**src/lin_params.svh**
```systemverilog
// constants for the LIN slave baud-rate and auto-sync block
// Notes on behaviour
// Baud rate comes from the software divider or from bus auto-resynchronization.
// Software loads the nominal divider first, then sets auto-sync enable.
// After each break, count CPU cycles over five falling edges in 15 bits.
// At the fifth falling edge load measurement into active and readable divider.
// During sync measurement the receiver is halted and writes no data.
// Master mode uses the conventional prescaler; slave divider only in slave mode.
// Slave mode: transmit and receive share one rate, CPU clock over 16 times divider.
// Divider is fixed point: 8-bit integer register, 4-bit fraction register.
// Three divider copies: nominal, measured and active.
// Software integer write beats a same-cycle measurement transfer into active divider.
// Slave: low for at least 11 bit times is a break, shorter is not.
// Bus master sends each break as 13 low bit times.
// Break detection still works with local clock off by fifteen percent.
// Each bit sampled 16 times; value voted from samples eight, nine, ten.
// Oversampling phase realigns on every start bit.
// Measurement spans eight bit times, counted and edge-detected on CPU clock.
// Muted slave wakes on break or identifier, chosen by header detect method.
// Slave mute discards bits and waits for 11 dominant bits.
// Update method clear: integer write updates active divider at once.
// Update method set: active updated at next received character, bit then cleared.
// Enable 0 disables LIN; enable 1 with slave select picks master or slave.
// Auto-sync enable acts only in LIN slave mode.
// Measured divider is eight-bit-time count divided by 128, four fraction bits.
`ifndef LIN_PARAMS_SVH
`define LIN_PARAMS_SVH

`define ADDR_DIV_INT      3'h0
`define ADDR_DIV_FRAC     3'h1
`define ADDR_CTRL         3'h2
`define ADDR_STATUS       3'h3
`define ADDR_DATA         3'h4
`define ADDR_MASTER_PRE   3'h5

`define RST_DIV_INT       8'h01
`define RST_DIV_FRAC      4'h0
`define RST_MASTER_PRE    8'h01
`define RST_CTRL          6'h00

`define STAT_SYNC_BIT     0
`define STAT_HEADER_BIT   1
`define STAT_FULL_BIT     2

`define OVERSAMPLE        13'h0010
`define DIV_MIN           12'h010
`define SAMPLE_FIRST      4'h7
`define SAMPLE_LAST       4'h9
`define SAMPLE_END        4'hF
`define DATA_BITS         4'h8
`define BREAK_TICKS       8'hB0
`define SYNC_EDGE_LAST    3'h4
`define SYNC_CNT_MAX      15'h7FFF

`endif

```
**src/lin_pkg.sv**
```systemverilog
// types shared by the LIN slave baud-rate block
package lin_pkg;

  typedef enum logic [1:0] {
    RX_IDLE,
    RX_START,
    RX_DATA,
    RX_STOP
  } rx_state_e;

  typedef struct packed {
    logic update_method;
    logic lin_enable;
    logic slave_select;
    logic auto_sync_enable;
    logic header_detect_method;
    logic rx_mute;
  } ctrl_s;

endpackage

```
**src/lin_slave_baud.sv**
```systemverilog
// LIN slave baud-rate generation, break search and synch field auto-resynchronization
//
// The placing of the registers and the strobed register port were decided locally.
`timescale 1ns/10ps
`include "lin_params.svh"

module lin_slave_baud (
  input  wire logic       ref_clk_i,
  input  wire logic       rst_i,
  input  wire logic [2:0] addr_i,
  input  wire logic [7:0] wdata_i,
  input  wire logic       wr_i,
  input  wire logic       rd_i,
  input  wire logic       rx_serial_in_i,
  output logic      [7:0] rdata_o,
  output logic            baud_tick_o,
  output logic            rx_full_o,
  output logic            sync_state_o
);

  // register state
  lin_pkg::ctrl_s         ctrl;
  lin_pkg::ctrl_s         next_ctrl;
  logic            [11:0] nominal_divider;
  logic            [11:0] measured_divider;
  logic            [11:0] active_baud_divider;
  logic            [11:0] next_active;
  logic             [7:0] master_prescale;
  logic             [7:0] rx_data;
  logic                   header_flag;

  // receive input conditioning
  logic                   rx_s1;
  logic                   rx_s2;
  logic                   rx_s3;
  logic                   rx_bit;
  logic                   rx_prev;

  // receiver
  lin_pkg::rx_state_e     state;
  logic             [3:0] sample_cnt;
  logic             [1:0] votes;
  logic             [3:0] bit_idx;
  logic             [7:0] shift_reg;
  logic                   char_done;

  // break and synch field
  logic             [7:0] low_ticks;
  logic                   sync_active;
  logic             [2:0] edge_cnt;
  logic            [14:0] sync_measure_count;
  logic                   in_header;
  logic             [1:0] chars_seen;

  wire                    tick;
  wire                    slave_mode;
  wire                    auto_sync_on;
  wire             [11:0] gen_div;
  wire                    rx_fall;
  wire                    rx_rise;
  wire                    halt;
  wire                    resync;
  wire                    samp_vote;
  wire                    samp_mid;
  wire                    samp_end;
  wire              [1:0] vote_sum;
  wire                    vote_bit;
  wire                    stop_ok;
  wire                    brk_evt;
  wire                    meas_done;
  wire                    meas_ovf;
  wire             [11:0] meas_val;
  wire                    id_evt;
  wire                    header_evt;
  wire                    wake_evt;
  wire                    suppress;
  wire                    data_load;
  wire                    pending_load;

  // bus decode
  wire                    wr_int;
  wire                    wr_frac;
  wire                    wr_ctrl;
  wire                    wr_master;
  wire                    rd_status;
  wire                    rd_data;
  wire              [7:0] status_byte;
  wire              [7:0] read_mux;

  assign wr_int    = wr_i & (addr_i == `ADDR_DIV_INT);
  assign wr_frac   = wr_i & (addr_i == `ADDR_DIV_FRAC);
  assign wr_ctrl   = wr_i & (addr_i == `ADDR_CTRL);
  assign wr_master = wr_i & (addr_i == `ADDR_MASTER_PRE);
  assign rd_status = rd_i & (addr_i == `ADDR_STATUS);
  assign rd_data   = rd_i & (addr_i == `ADDR_DATA);

  assign status_byte = {5'h00, rx_full_o, header_flag, sync_active};

  // divider registers read back the active divider
  assign read_mux =
    (addr_i == `ADDR_DIV_INT)    ? active_baud_divider[11:4] :
    (addr_i == `ADDR_DIV_FRAC)   ? {4'h0, active_baud_divider[3:0]} :
    (addr_i == `ADDR_CTRL)       ? {2'h0, ctrl} :
    (addr_i == `ADDR_STATUS)     ? status_byte :
    (addr_i == `ADDR_DATA)       ? rx_data :
    (addr_i == `ADDR_MASTER_PRE) ? master_prescale :
                                   8'h00;

  // mode decode
  assign slave_mode   = ctrl.lin_enable & ctrl.slave_select;
  assign auto_sync_on = slave_mode & ctrl.auto_sync_enable;

  // slave mode: one generator for both directions, master uses the prescaler
  assign gen_div = slave_mode ? active_baud_divider : {master_prescale, 4'h0};

  baud_gen u_baud_gen (
    .ref_clk_i (ref_clk_i),
    .rst_i     (rst_i),
    .div_i     (gen_div),
    .resync_i  (resync),
    .tick_o    (tick)
  );

  assign baud_tick_o = tick;

  // edges seen on the CPU clock after filtering
  assign rx_fall = rx_prev & ~rx_bit;
  assign rx_rise = ~rx_prev & rx_bit;

  // receiver sampling points
  assign halt      = sync_active | brk_evt;
  assign resync    = (state == lin_pkg::RX_IDLE) & rx_fall & ~halt;
  assign samp_vote = tick & (sample_cnt >= `SAMPLE_FIRST) & (sample_cnt < `SAMPLE_LAST);
  assign samp_mid  = tick & (sample_cnt == `SAMPLE_LAST);
  assign samp_end  = tick & (sample_cnt == `SAMPLE_END);
  assign vote_sum  = votes + {1'b0, rx_bit};
  assign vote_bit  = vote_sum >= 2'h2;
  assign stop_ok   = (state == lin_pkg::RX_STOP) & samp_mid & vote_bit & ~halt;

  // break: return to recessive after at least 11 low bit times
  assign brk_evt = slave_mode & rx_rise & (low_ticks == `BREAK_TICKS);

  // synch field measurement result
  assign meas_done = sync_active & rx_fall & (edge_cnt == `SYNC_EDGE_LAST);
  assign meas_ovf  = sync_active & (edge_cnt != 3'h0) & (sync_measure_count == `SYNC_CNT_MAX);
  assign meas_val  = sync_measure_count[14:3];

  // header progress
  assign id_evt     = char_done & in_header & (chars_seen == 2'h1);
  assign header_evt = slave_mode & (ctrl.header_detect_method ? id_evt : brk_evt);
  assign wake_evt   = ctrl.rx_mute & header_evt;

  // muted receivers and identifier-method headers keep characters out, except the identifier that ends an identifier-method header
  assign suppress =
    (ctrl.rx_mute & ~(ctrl.header_detect_method & id_evt)) |
    (slave_mode & ctrl.header_detect_method & in_header & ~id_evt);
  assign data_load = char_done & ~suppress;

  assign pending_load = data_load & slave_mode & ctrl.update_method;

  // active divider: measurement, deferred load, then software with top priority
  always_comb
  begin
    next_active = active_baud_divider;
    if (meas_done)
    begin
      next_active = meas_val;
    end
    if (pending_load)
    begin
      next_active = nominal_divider;
    end
    if (wr_int & ~ctrl.update_method)
    begin
      next_active = {wdata_i, nominal_divider[3:0]};
    end
  end

  // control: hardware clears, then a software write that overrides them, except rx_mute while slave_mode and rx_full_o are set
  always_comb
  begin
    next_ctrl = ctrl;
    if (pending_load)
    begin
      next_ctrl.update_method = 1'b0;
    end
    if (wake_evt)
    begin
      next_ctrl.rx_mute = 1'b0;
    end
    if (wr_ctrl)
    begin
      next_ctrl = lin_pkg::ctrl_s'(wdata_i[5:0]);
      if (slave_mode & rx_full_o)
      begin
        next_ctrl.rx_mute = ctrl.rx_mute;
      end
    end
  end

  // registers
  always_ff @(posedge ref_clk_i or posedge rst_i)
  begin
    if (rst_i)
    begin
      ctrl                <= lin_pkg::ctrl_s'(`RST_CTRL);
      nominal_divider     <= {`RST_DIV_INT, `RST_DIV_FRAC};
      active_baud_divider <= {`RST_DIV_INT, `RST_DIV_FRAC};
      master_prescale     <= `RST_MASTER_PRE;
    end
    else
    begin
      ctrl                <= next_ctrl;
      active_baud_divider <= next_active;
      if (wr_int)
      begin
        nominal_divider[11:4] <= wdata_i;
      end
      if (wr_frac)
      begin
        nominal_divider[3:0] <= wdata_i[3:0];
      end
      if (wr_master)
      begin
        master_prescale <= wdata_i;
      end
    end
  end

  // flags: a same-cycle set wins over the read that clears
  always_ff @(posedge ref_clk_i or posedge rst_i)
  begin
    if (rst_i)
    begin
      header_flag <= 1'b0;
      rx_full_o   <= 1'b0;
      rx_data     <= 8'h00;
      rdata_o     <= 8'h00;
    end
    else
    begin
      header_flag <= header_evt | (header_flag & ~rd_status);
      rx_full_o   <= data_load | (rx_full_o & ~rd_data);
      if (data_load)
      begin
        rx_data <= shift_reg;
      end
      rdata_o <= rd_i ? read_mux : 8'h00;
    end
  end

  // three-stage input; level accepted once stages two and three agree
  always_ff @(posedge ref_clk_i or posedge rst_i)
  begin
    if (rst_i)
    begin
      rx_s1   <= 1'b1;
      rx_s2   <= 1'b1;
      rx_s3   <= 1'b1;
      rx_bit  <= 1'b1;
      rx_prev <= 1'b1;
    end
    else
    begin
      rx_s1   <= rx_serial_in_i;
      rx_s2   <= rx_s1;
      rx_s3   <= rx_s2;
      rx_prev <= rx_bit;
      if (rx_s2 == rx_s3)
      begin
        rx_bit <= rx_s3;
      end
    end
  end

  // character receiver, halted while the synch field is measured
  always_ff @(posedge ref_clk_i or posedge rst_i)
  begin
    if (rst_i)
    begin
      state      <= lin_pkg::RX_IDLE;
      sample_cnt <= 4'h0;
      votes      <= 2'h0;
      bit_idx    <= 4'h0;
      shift_reg  <= 8'h00;
      char_done  <= 1'b0;
    end
    else
    begin
      char_done <= stop_ok;
      if (halt)
      begin
        state <= lin_pkg::RX_IDLE;
      end
      else
      begin
        unique case (state)
          lin_pkg::RX_IDLE:
          begin
            if (rx_fall)
            begin
              state      <= lin_pkg::RX_START;
              sample_cnt <= 4'h0;
              votes      <= 2'h0;
              bit_idx    <= 4'h0;
            end
          end
          lin_pkg::RX_START, lin_pkg::RX_DATA, lin_pkg::RX_STOP:
          begin
            if (tick)
            begin
              sample_cnt <= sample_cnt + 4'h1;
            end
            if (samp_vote)
            begin
              votes <= vote_sum;
            end
            if (samp_mid)
            begin
              votes <= 2'h0;
              if (state == lin_pkg::RX_START)
              begin
                if (vote_bit)
                begin
                  state <= lin_pkg::RX_IDLE;
                end
              end
              else if (state == lin_pkg::RX_DATA)
              begin
                shift_reg <= {vote_bit, shift_reg[7:1]};
                bit_idx   <= bit_idx + 4'h1;
              end
              else
              begin
                // stop bit done; a dominant stop is dropped as a framing error
                state <= lin_pkg::RX_IDLE;
              end
            end
            if (samp_end & (state != lin_pkg::RX_STOP))
            begin
              state <= (bit_idx == `DATA_BITS) ? lin_pkg::RX_STOP : lin_pkg::RX_DATA;
            end
          end
        endcase
      end
    end
  end

  // dominant length in oversampling ticks, saturating at the break length
  always_ff @(posedge ref_clk_i or posedge rst_i)
  begin
    if (rst_i)
    begin
      low_ticks <= 8'h00;
    end
    else if (rx_bit)
    begin
      low_ticks <= 8'h00;
    end
    else if (tick & (low_ticks != `BREAK_TICKS))
    begin
      low_ticks <= low_ticks + 8'h01;
    end
  end

  // synch field measurement from first to fifth falling edge
  always_ff @(posedge ref_clk_i or posedge rst_i)
  begin
    if (rst_i)
    begin
      sync_active        <= 1'b0;
      edge_cnt           <= 3'h0;
      sync_measure_count <= 15'h0000;
      measured_divider   <= 12'h000;
    end
    else if (brk_evt & auto_sync_on)
    begin
      sync_active        <= 1'b1;
      edge_cnt           <= 3'h0;
      sync_measure_count <= 15'h0000;
    end
    else if (~auto_sync_on | meas_ovf)
    begin
      sync_active <= 1'b0;
    end
    else if (sync_active)
    begin
      // the first edge counts too, so the total spans the whole eight bit times
      if ((edge_cnt != 3'h0) | rx_fall)
      begin
        sync_measure_count <= sync_measure_count + 15'h0001;
      end
      if (rx_fall)
      begin
        edge_cnt <= edge_cnt + 3'h1;
      end
      if (meas_done)
      begin
        sync_active      <= 1'b0;
        measured_divider <= meas_val;
      end
    end
  end

  assign sync_state_o = sync_active;

  // character position since the last break
  always_ff @(posedge ref_clk_i or posedge rst_i)
  begin
    if (rst_i)
    begin
      in_header  <= 1'b0;
      chars_seen <= 2'h0;
    end
    else if (brk_evt)
    begin
      in_header  <= 1'b1;
      chars_seen <= 2'h0;
    end
    else if (meas_done)
    begin
      chars_seen <= 2'h1;
    end
    else if (char_done & in_header)
    begin
      chars_seen <= chars_seen + 2'h1;
      if (chars_seen == 2'h1)
      begin
        in_header <= 1'b0;
      end
    end
  end

endmodule // lin_slave_baud

```
**src/baud_gen.sv**
```systemverilog
// fractional 16x oversampling tick generator
`timescale 1ns/10ps
`include "lin_params.svh"

module baud_gen (
  input  wire logic        ref_clk_i,
  input  wire logic        rst_i,
  input  wire logic [11:0] div_i,
  input  wire logic        resync_i,
  output logic             tick_o
);

  logic [11:0] acc;
  wire  [11:0] div_eff;
  wire  [12:0] sum;
  wire  [12:0] diff;
  wire         hit;

  // divider below one would need more than one tick per cycle
  assign div_eff = (div_i < `DIV_MIN) ? `DIV_MIN : div_i;
  // 1/16 fixed point: a tick every div/16 cycles, sixteen per bit
  assign sum     = {1'b0, acc} + `OVERSAMPLE;
  assign hit     = sum >= {1'b0, div_eff};
  assign diff    = sum - {1'b0, div_eff};

  always_ff @(posedge ref_clk_i or posedge rst_i)
  begin
    if (rst_i)
    begin
      acc    <= 12'h000;
      tick_o <= 1'b0;
    end
    else if (resync_i)
    begin
      acc    <= 12'h000;
      tick_o <= 1'b0;
    end
    else
    begin
      acc    <= hit ? diff[11:0] : sum[11:0];
      tick_o <= hit;
    end
  end

endmodule // baud_gen

```
**config.mk**
```make
export PLATFORM = sky130hd
export DESIGN_NAME = lin_slave_baud
export DESIGN_NICKNAME = d
export VERILOG_FILES = /design/src/lin_pkg.sv /design/src/lin_slave_baud.sv /design/src/baud_gen.sv
export VERILOG_INCLUDE_DIRS = /design/src
export SDC_FILE = /design/constraint.sdc
export NUM_CORES = 1
export LEC_CHECK = 0
export ABC_AREA = 1
export BUFFER_PORTS_ARGS = -buffer_cell sky130_fd_sc_hd__buf_2
export CORE_MARGIN = 5
export CORE_UTILIZATION = 63
export CTS_CLUSTER_SIZE = 16
export DETAILED_ROUTE_END_ITERATION = 10
export PLACE_DENSITY_LB_ADDON = 0.2
export RECOVER_POWER = 100
export SYNTH_ARGS = -nofsm -noshare
export SYNTH_HDL_FRONTEND = slang
export SYNTH_SLANG_ARGS = --single-unit
```
**constraint.sdc**
```tcl
create_clock -name ref_clk_i -period 5.2 [get_ports ref_clk_i]
set_input_delay 0.52 -clock ref_clk_i [delete_from_list [all_inputs] [get_ports ref_clk_i]]
set_output_delay 0.52 -clock ref_clk_i [all_outputs]
set_load 0.005 [all_outputs]
```
* After elaboration in Yosys (flattened, before gate mapping)
Index checks and enable logic that the tools add are counted.
Storage, ports and cells: register bits 125, input port bits 16, output and inout bits 11, logic and storage cells 223
Cells by class: add/sub/neg operators 9, $lt $le $gt $ge 5, equality and inequality tests 31, mux-type cells 61, bitwise operators 61, reduce and logical (&&, ||, !) cells 23
Operators by type and width (count):
- $mux 12 | 7
- $mux 8 | 9
- $mux 15 | 4
- $and 1x1->1 | 44
- $mux 2 | 13
- $mux 4 | 5
- $ne 2x2->1 const B | 8
- $pmux 4 s2 | 2
- $reduce_bool 2->1 | 8
- $add 15x1->15 const B | 1
- $eq 15x15->1 const B | 1
- $reduce_and 3->1 | 5
- $mux 1 | 14
- $add 12x5->13 const B | 1
- $ge 13x12->1 | 1
- $eq 4x4->1 const B | 3
- $lt 12x5->1 const B | 1
- $mux 3 | 4
- $sub 12x12->12 | 1
- $not 1->1 | 11
- $ne 5x5->1 const B | 2
- $reduce_and 5->1 | 2
- $eq 3x3->1 const B | 3
- $reduce_bool 3->1 | 3
- 26 further kinds | 37

* Logic depth before layout (Yosys ltp)
depth in word-level cells 12, depth in mapped cells 21

* Hierarchy
From an unflattened synthesis, not the netlist that was laid out.
Unflattened totals: cell total of the unflattened synthesis 1006, area total of the unflattened synthesis 7536.0 µm²
Modules (own cells, without submodules):
- lin_slave_baud | instances 1, cells each 763, area each 5973.2 µm²
- baud_gen | instances 1, cells each 243, area each 1562.7 µm²

* Least setup slack after synthesis
OpenSTA, ideal clock, no wires.
path kind reg2reg, start reg ctrl[4] (netlist bit), end reg u_baud_gen.acc[0], library setup time 66 ps, data arrival time 2586 ps, setup slack 2548 ps, cell stages (with the launch flop) 20, clock period less this slack 2652 ps, cells stage by stage dfrtp_1 -> nand2_2 -> buf_2 -> mux2i_1 -> nand2_1 -> nor2_1 -> nand2_1 -> inv_1 -> nor2_1 -> ha_1 -> nand2_1 -> inv_1 -> nand2_1 -> nand3_1 -> nand2_1 -> nand3_1 -> nand2_1 -> clkbuf_1 -> nand4_1 -> nand2_1
Between the ends: word-level cells in the longest chain between the ends 7, elaborated cells between the ends (all ways) 13
Ends and longest elaborated chain:
- start: declaration | RTL line lin_slave_baud.sv:22 | lin_pkg::ctrl_s ctrl;
- start signal: assignment | RTL line lin_slave_baud.sv:206 | ctrl <= lin_pkg::ctrl_s'(`RST_CTRL);
- start signal: assignment | RTL line lin_slave_baud.sv:213 | ctrl <= next_ctrl;
- $and 1x1->1 * | RTL line lin_slave_baud.sv:110 | assign slave_mode = ctrl.lin_enable & ctrl.slave_select;
- $mux 12 / $and 1x1->1 (equally long branches) | RTL line lin_slave_baud.sv:114, lin_slave_baud.sv:141
- $lt 12x5->1 (no source line) / $and 1x1->1 (equally long branches)
- $mux 12 / $or 1x1->1 (equally long branches) | RTL line baud_gen.sv:20, lin_slave_baud.sv:131
- $sub 12x12->12 (tied with other cells) | RTL line baud_gen.sv:24 | assign diff = sum - {1'b0, div_eff};
- $mux 12 / $and 1x1->1 (equally long branches) | RTL line baud_gen.sv:40, lin_slave_baud.sv:132
- $mux 12 * | RTL line baud_gen.sv:33 | else if (resync_i)
- end signal: assignment | RTL line baud_gen.sv:40 | acc <= hit ? diff[11:0] : sum[11:0];
- end: declaration | RTL line baud_gen.sv:13 | logic [11:0] acc;
Mark *: on every way between the ends. The rest lies on a longest branch, timed or not. A chain may end at the register's enable or synchronous reset.

* Final worst setup path
start reg ctrl[3] (netlist bit), end reg u_baud_gen.acc[3]
The elaborated chain is that of the path after synthesis.

==> results.rst <==
.. list-table::
   :header-rows: 1

   * - Metric
     - Value
   * - Mean instance size in the synthesized netlist
     - 7.52 um^2
   * - Detailed-routing wirelength on met1
     - 7810 um
   * - Area Growth Syn to Fin
     - 9.48%
   * - Smallest hold slack
     - 0.195 ns
   * - Setup TNS after final layout
     - 0 ns
   * - CTS H-tree depth
     - 4
   * - Flip-flop count of the largest register after layout
     - 15
   * - Remaining Overflow, GRT
     - 0
   * - Synth area leader
     - dfrtp_1
   * - Hold-fix buffer count after cts
     - 0
   * - Instance area at placement
     - 7620 um^2
   * - Clock latency on the worst-skew pair
     - 0.43 ns
   * - Layout cells sized above 1
     - 7.98%
   * - Largest net degree at the start of global routing
     - 70
   * - Number of port buffers
     - 26
   * - Num ports
     - 27
   * - Total of warnings raised by yosys
     - 0
   * - TritonCTS clock tree
     - built
   * - Number of failing setup endpoints in the final timing report
     - 0
   * - Data arrival time of the worst path
     - 3.89 ns
   * - Worst Setup Start Kind
     - register
   * - Largest incremental delay on the critical path
     - 0.41 ns
   * - Met3 routed wirelength
     - 1430 um
   * - # nets final
     - 1056
   * - Clock-pin transition on the worst setup and hold timing paths
     - 0.06 ns
   * - Data required time of the critical path
     - 5.55 ns
   * - Largest voltage drop on the vdd net
     - 0.505 mV
   * - Endpoint kind of the worst setup timing path
     - register
   * - Global-route wire length before repair
     - 30100 um
   * - Top achievable clock speed
     - 283 MHz
   * - CP max-delay cell
     - nand2_1
   * - Most frequent cells in the layout
     - nand2_1, inv_1, dfrtp_1
   * - Setup repair after global routing missed its margin
     - false
   * - Maxcap violations
     - 1
   * - Per-cell via count in the routed design
     - 5.71
   * - Clock network fraction of total power
     - 32.2%
   * - Static leakage power
     - 4.16 nW
   * - Global routing usage summed across all routing layers
     - 26.2%
   * - Worst R2R Start
     - ctrl[3]
   * - Root buffer cell
     - clkbuf_16
   * - Most common cell after layout, fill and taps aside
     - nand2_1
   * - Detailed Route Iter0 Violations
     - 723
   * - Violated checks
     - max-capacitance violations, max-slew violations
   * - Number of rows in the core area
     - 39
   * - Largest register by flop count
     - sync_measure_count
   * - Worst clock skew
     - 0.0100 ns
   * - Cell Pwr Density
     - 486 nW/um^2
   * - Min-delay worst type
     - in2reg
   * - Vias in the first global route
     - 6156
   * - Met2 Routed Length
     - 7810 um
   * - Switching fraction of total power
     - 38.4%
   * - Largest fanout of any net on the critical path
     - 16
   * - Yosys reg bits
     - 125
   * - Relative slew slack
     - -104%
   * - Fraction of synthesis flops using an asynchronous set or reset pin
     - 100%
   * - Share of total power in sequential cells
     - 32.1%
   * - Dominant synthesized flop cell
     - dfrtp_1
   * - Top area cells in the synthesized netlist
     - dfrtp_1, nand2_1, inv_1
   * - CTS-repair resized insts
     - 0
   * - Gp weighted congestion
     - 0.965
   * - Internal Pwr Total
     - 2.43 mW
   * - Family with the most delay on the worst path
     - simple AND/OR/NAND/NOR gates
   * - Startpoint of the most critical hold path
     - rx_serial_in_i
   * - Antenna cell count
     - 0
   * - Comb power frac
     - 35.7%
   * - Clock sink total
     - 125
   * - Number of CTS-inserted buffers
     - 17
   * - Final clock period utilization by the worst path
     - 68.0%
   * - Slew at the pin closest to its max-slew limit
     - 3.04 ns
   * - Final-report max-slew violation count
     - 70
   * - Outcome
     - finished with violations
   * - Post-synthesis cell type count
     - 50
   * - Y dimension of the die
     - 119 um
   * - Synthesized instance count
     - 986
   * - Post-layout minimum cycle time
     - 3.54 ns
   * - Fin util
     - 70.8%
   * - Final number of hold-violating endpoints
     - 0
   * - Initial antenna violation count
     - 0
   * - Post-synth EDFFs
     - 0
   * - Sequence of cells on the critical path
     - nand2_1 > inv_1 > a21boi_0 > nand2_1 > nor3_1 > nand2_1 > inv_1 > nor2_1 > ha_1 > nand2_1 > nor2_1 > nand2_1 > nand3_1 > nand3_1 > nand3_1 > nand3_1 > nand2_1
   * - Synth Cell Area
     - 7420 um^2
   * - Worst Setup SP
     - ctrl[3]
   * - Largest buffer count on any clock path
     - 2
   * - Number of fill cells
     - 929
   * - Final ANT Viol Nets
     - 0
   * - Sequential cell area fraction in the yosys report
     - 42.3%
   * - X dimension of the die
     - 119 um
   * - DR WL/cell
     - 15.0 um
   * - Final design instance area without fill
     - 8120 um^2
   * - Sum of routed wire length over all layers
     - 17500 um
   * - DRC violation count after routing
     - 0
   * - Full die area
     - 14000 um^2
   * - Number of optimization iterations in the first detailed-route pass
     - 6
   * - Path type of the worst setup path
     - reg2reg
   * - Number of buffer and inverter instances along the worst setup path
     - 2
   * - Synth Net Count
     - 1028
   * - Highest routing layer actually used
     - met4
   * - Total net switching power
     - 1.51 mW
   * - Dpl hpwl
     - 12600 um
   * - Most Frequent Cell on Critical Path
     - nand2_1
   * - Post-CTS setup repair buffer count
     - 0
   * - Total via count in the routed design
     - 6683
   * - Effective utilization at floorplan
     - 64.7%
   * - Core Box Area
     - 11500 um^2
   * - Share of Yosys cell area claimed by the top area cell type
     - 39.5%
final timing paths:
check,slack [ns],cells past startpoint,endpoint
max,1.66,17,u_baud_gen.acc[3]
min,0.20,1,rx_s1
max reg2reg,1.66,17,u_baud_gen.acc[3]
min reg2reg,0.36,0,rx_s2
max in group asynchronous,1.88,3,rx_data[0]
min in group asynchronous,0.95,2,sync_measure_count[3]
cell usage after synthesis, types with 3 or more instances:
library cell    n
nand2_1       277
dfrtp_1       117
inv_1         115
nor2_1         87
nand3_1        83
o21ai_0        72
nand4_1        42
a21oi_1        25
ha_1           25
xor2_1         20
o21ai_1        13
inv_2          11
nor3_1         10
dfstp_2         8
buf_2           7
nand2_2         6
xnor2_1         6
clkbuf_1        5
nor2_2          5
buf_6           4
nand3_2         4
o211ai_1        4
or2_2           4
a31oi_1         3
nand3b_1        3
final cells by class:
| class | count | area (um^2) | area share (%) |
|---|---|---|---|
| inverters | 128 | 484 | 5.96 |
| clock buffers | 18 | 439 | 5.41 |
| flip-flops and latches | 125 | 3140 | 38.6 |
| well taps | 143 | 179 | 2.20 |
| repair buffers | 27 | 126 | 1.56 |
| clock inverters | 14 | 191 | 2.36 |
| multi-input cells | 715 | 3560 | 43.9 |
power groups by stage:
stage	registers, mW	clock network, mW	logic [mW]
final	1.27	1.27	1.41
after global routing	1.28	1.32	1.60
after CTS	1.27	1.29	1.40
after detailed placement	1.28	0	1.40
after global placement	1.28	0	1.40
after floorplan	1.24	0	1.11
layer usage:
layer,track usage [%],vias up
li1,-,3266
met3,6.30,48
met4,10.8,0
met1,37.2,3067
met5,0,-
met2,38.6,302
cell families after synthesis:
group                    after synthesis  synth area share, %
AO/OA/AOI/OAI                        125                 8.94
flip-flops                           125                 42.3
XOR/XNOR                              26                 3.07
AND/OR/NAND/NOR                      535                 32.7
multiplexers                           2                0.287
adder cells (fa/ha/maj)               27                 4.62
buffers and inverters                146                 8.06
metrics by stage:
stage	instances	worst slack, ns	power (mW)
2_1_floorplan	986	1.37	2.34
3_3_place_gp	1138	2.16	2.67
3_5_place_dp	1138	2.05	2.68
4_1_cts	1170	2.03	3.96
5_1_grt	1170	1.12	4.20
6_report	1170	1.66	3.94
Note: power is estimated with default switching activity, not from simulation.
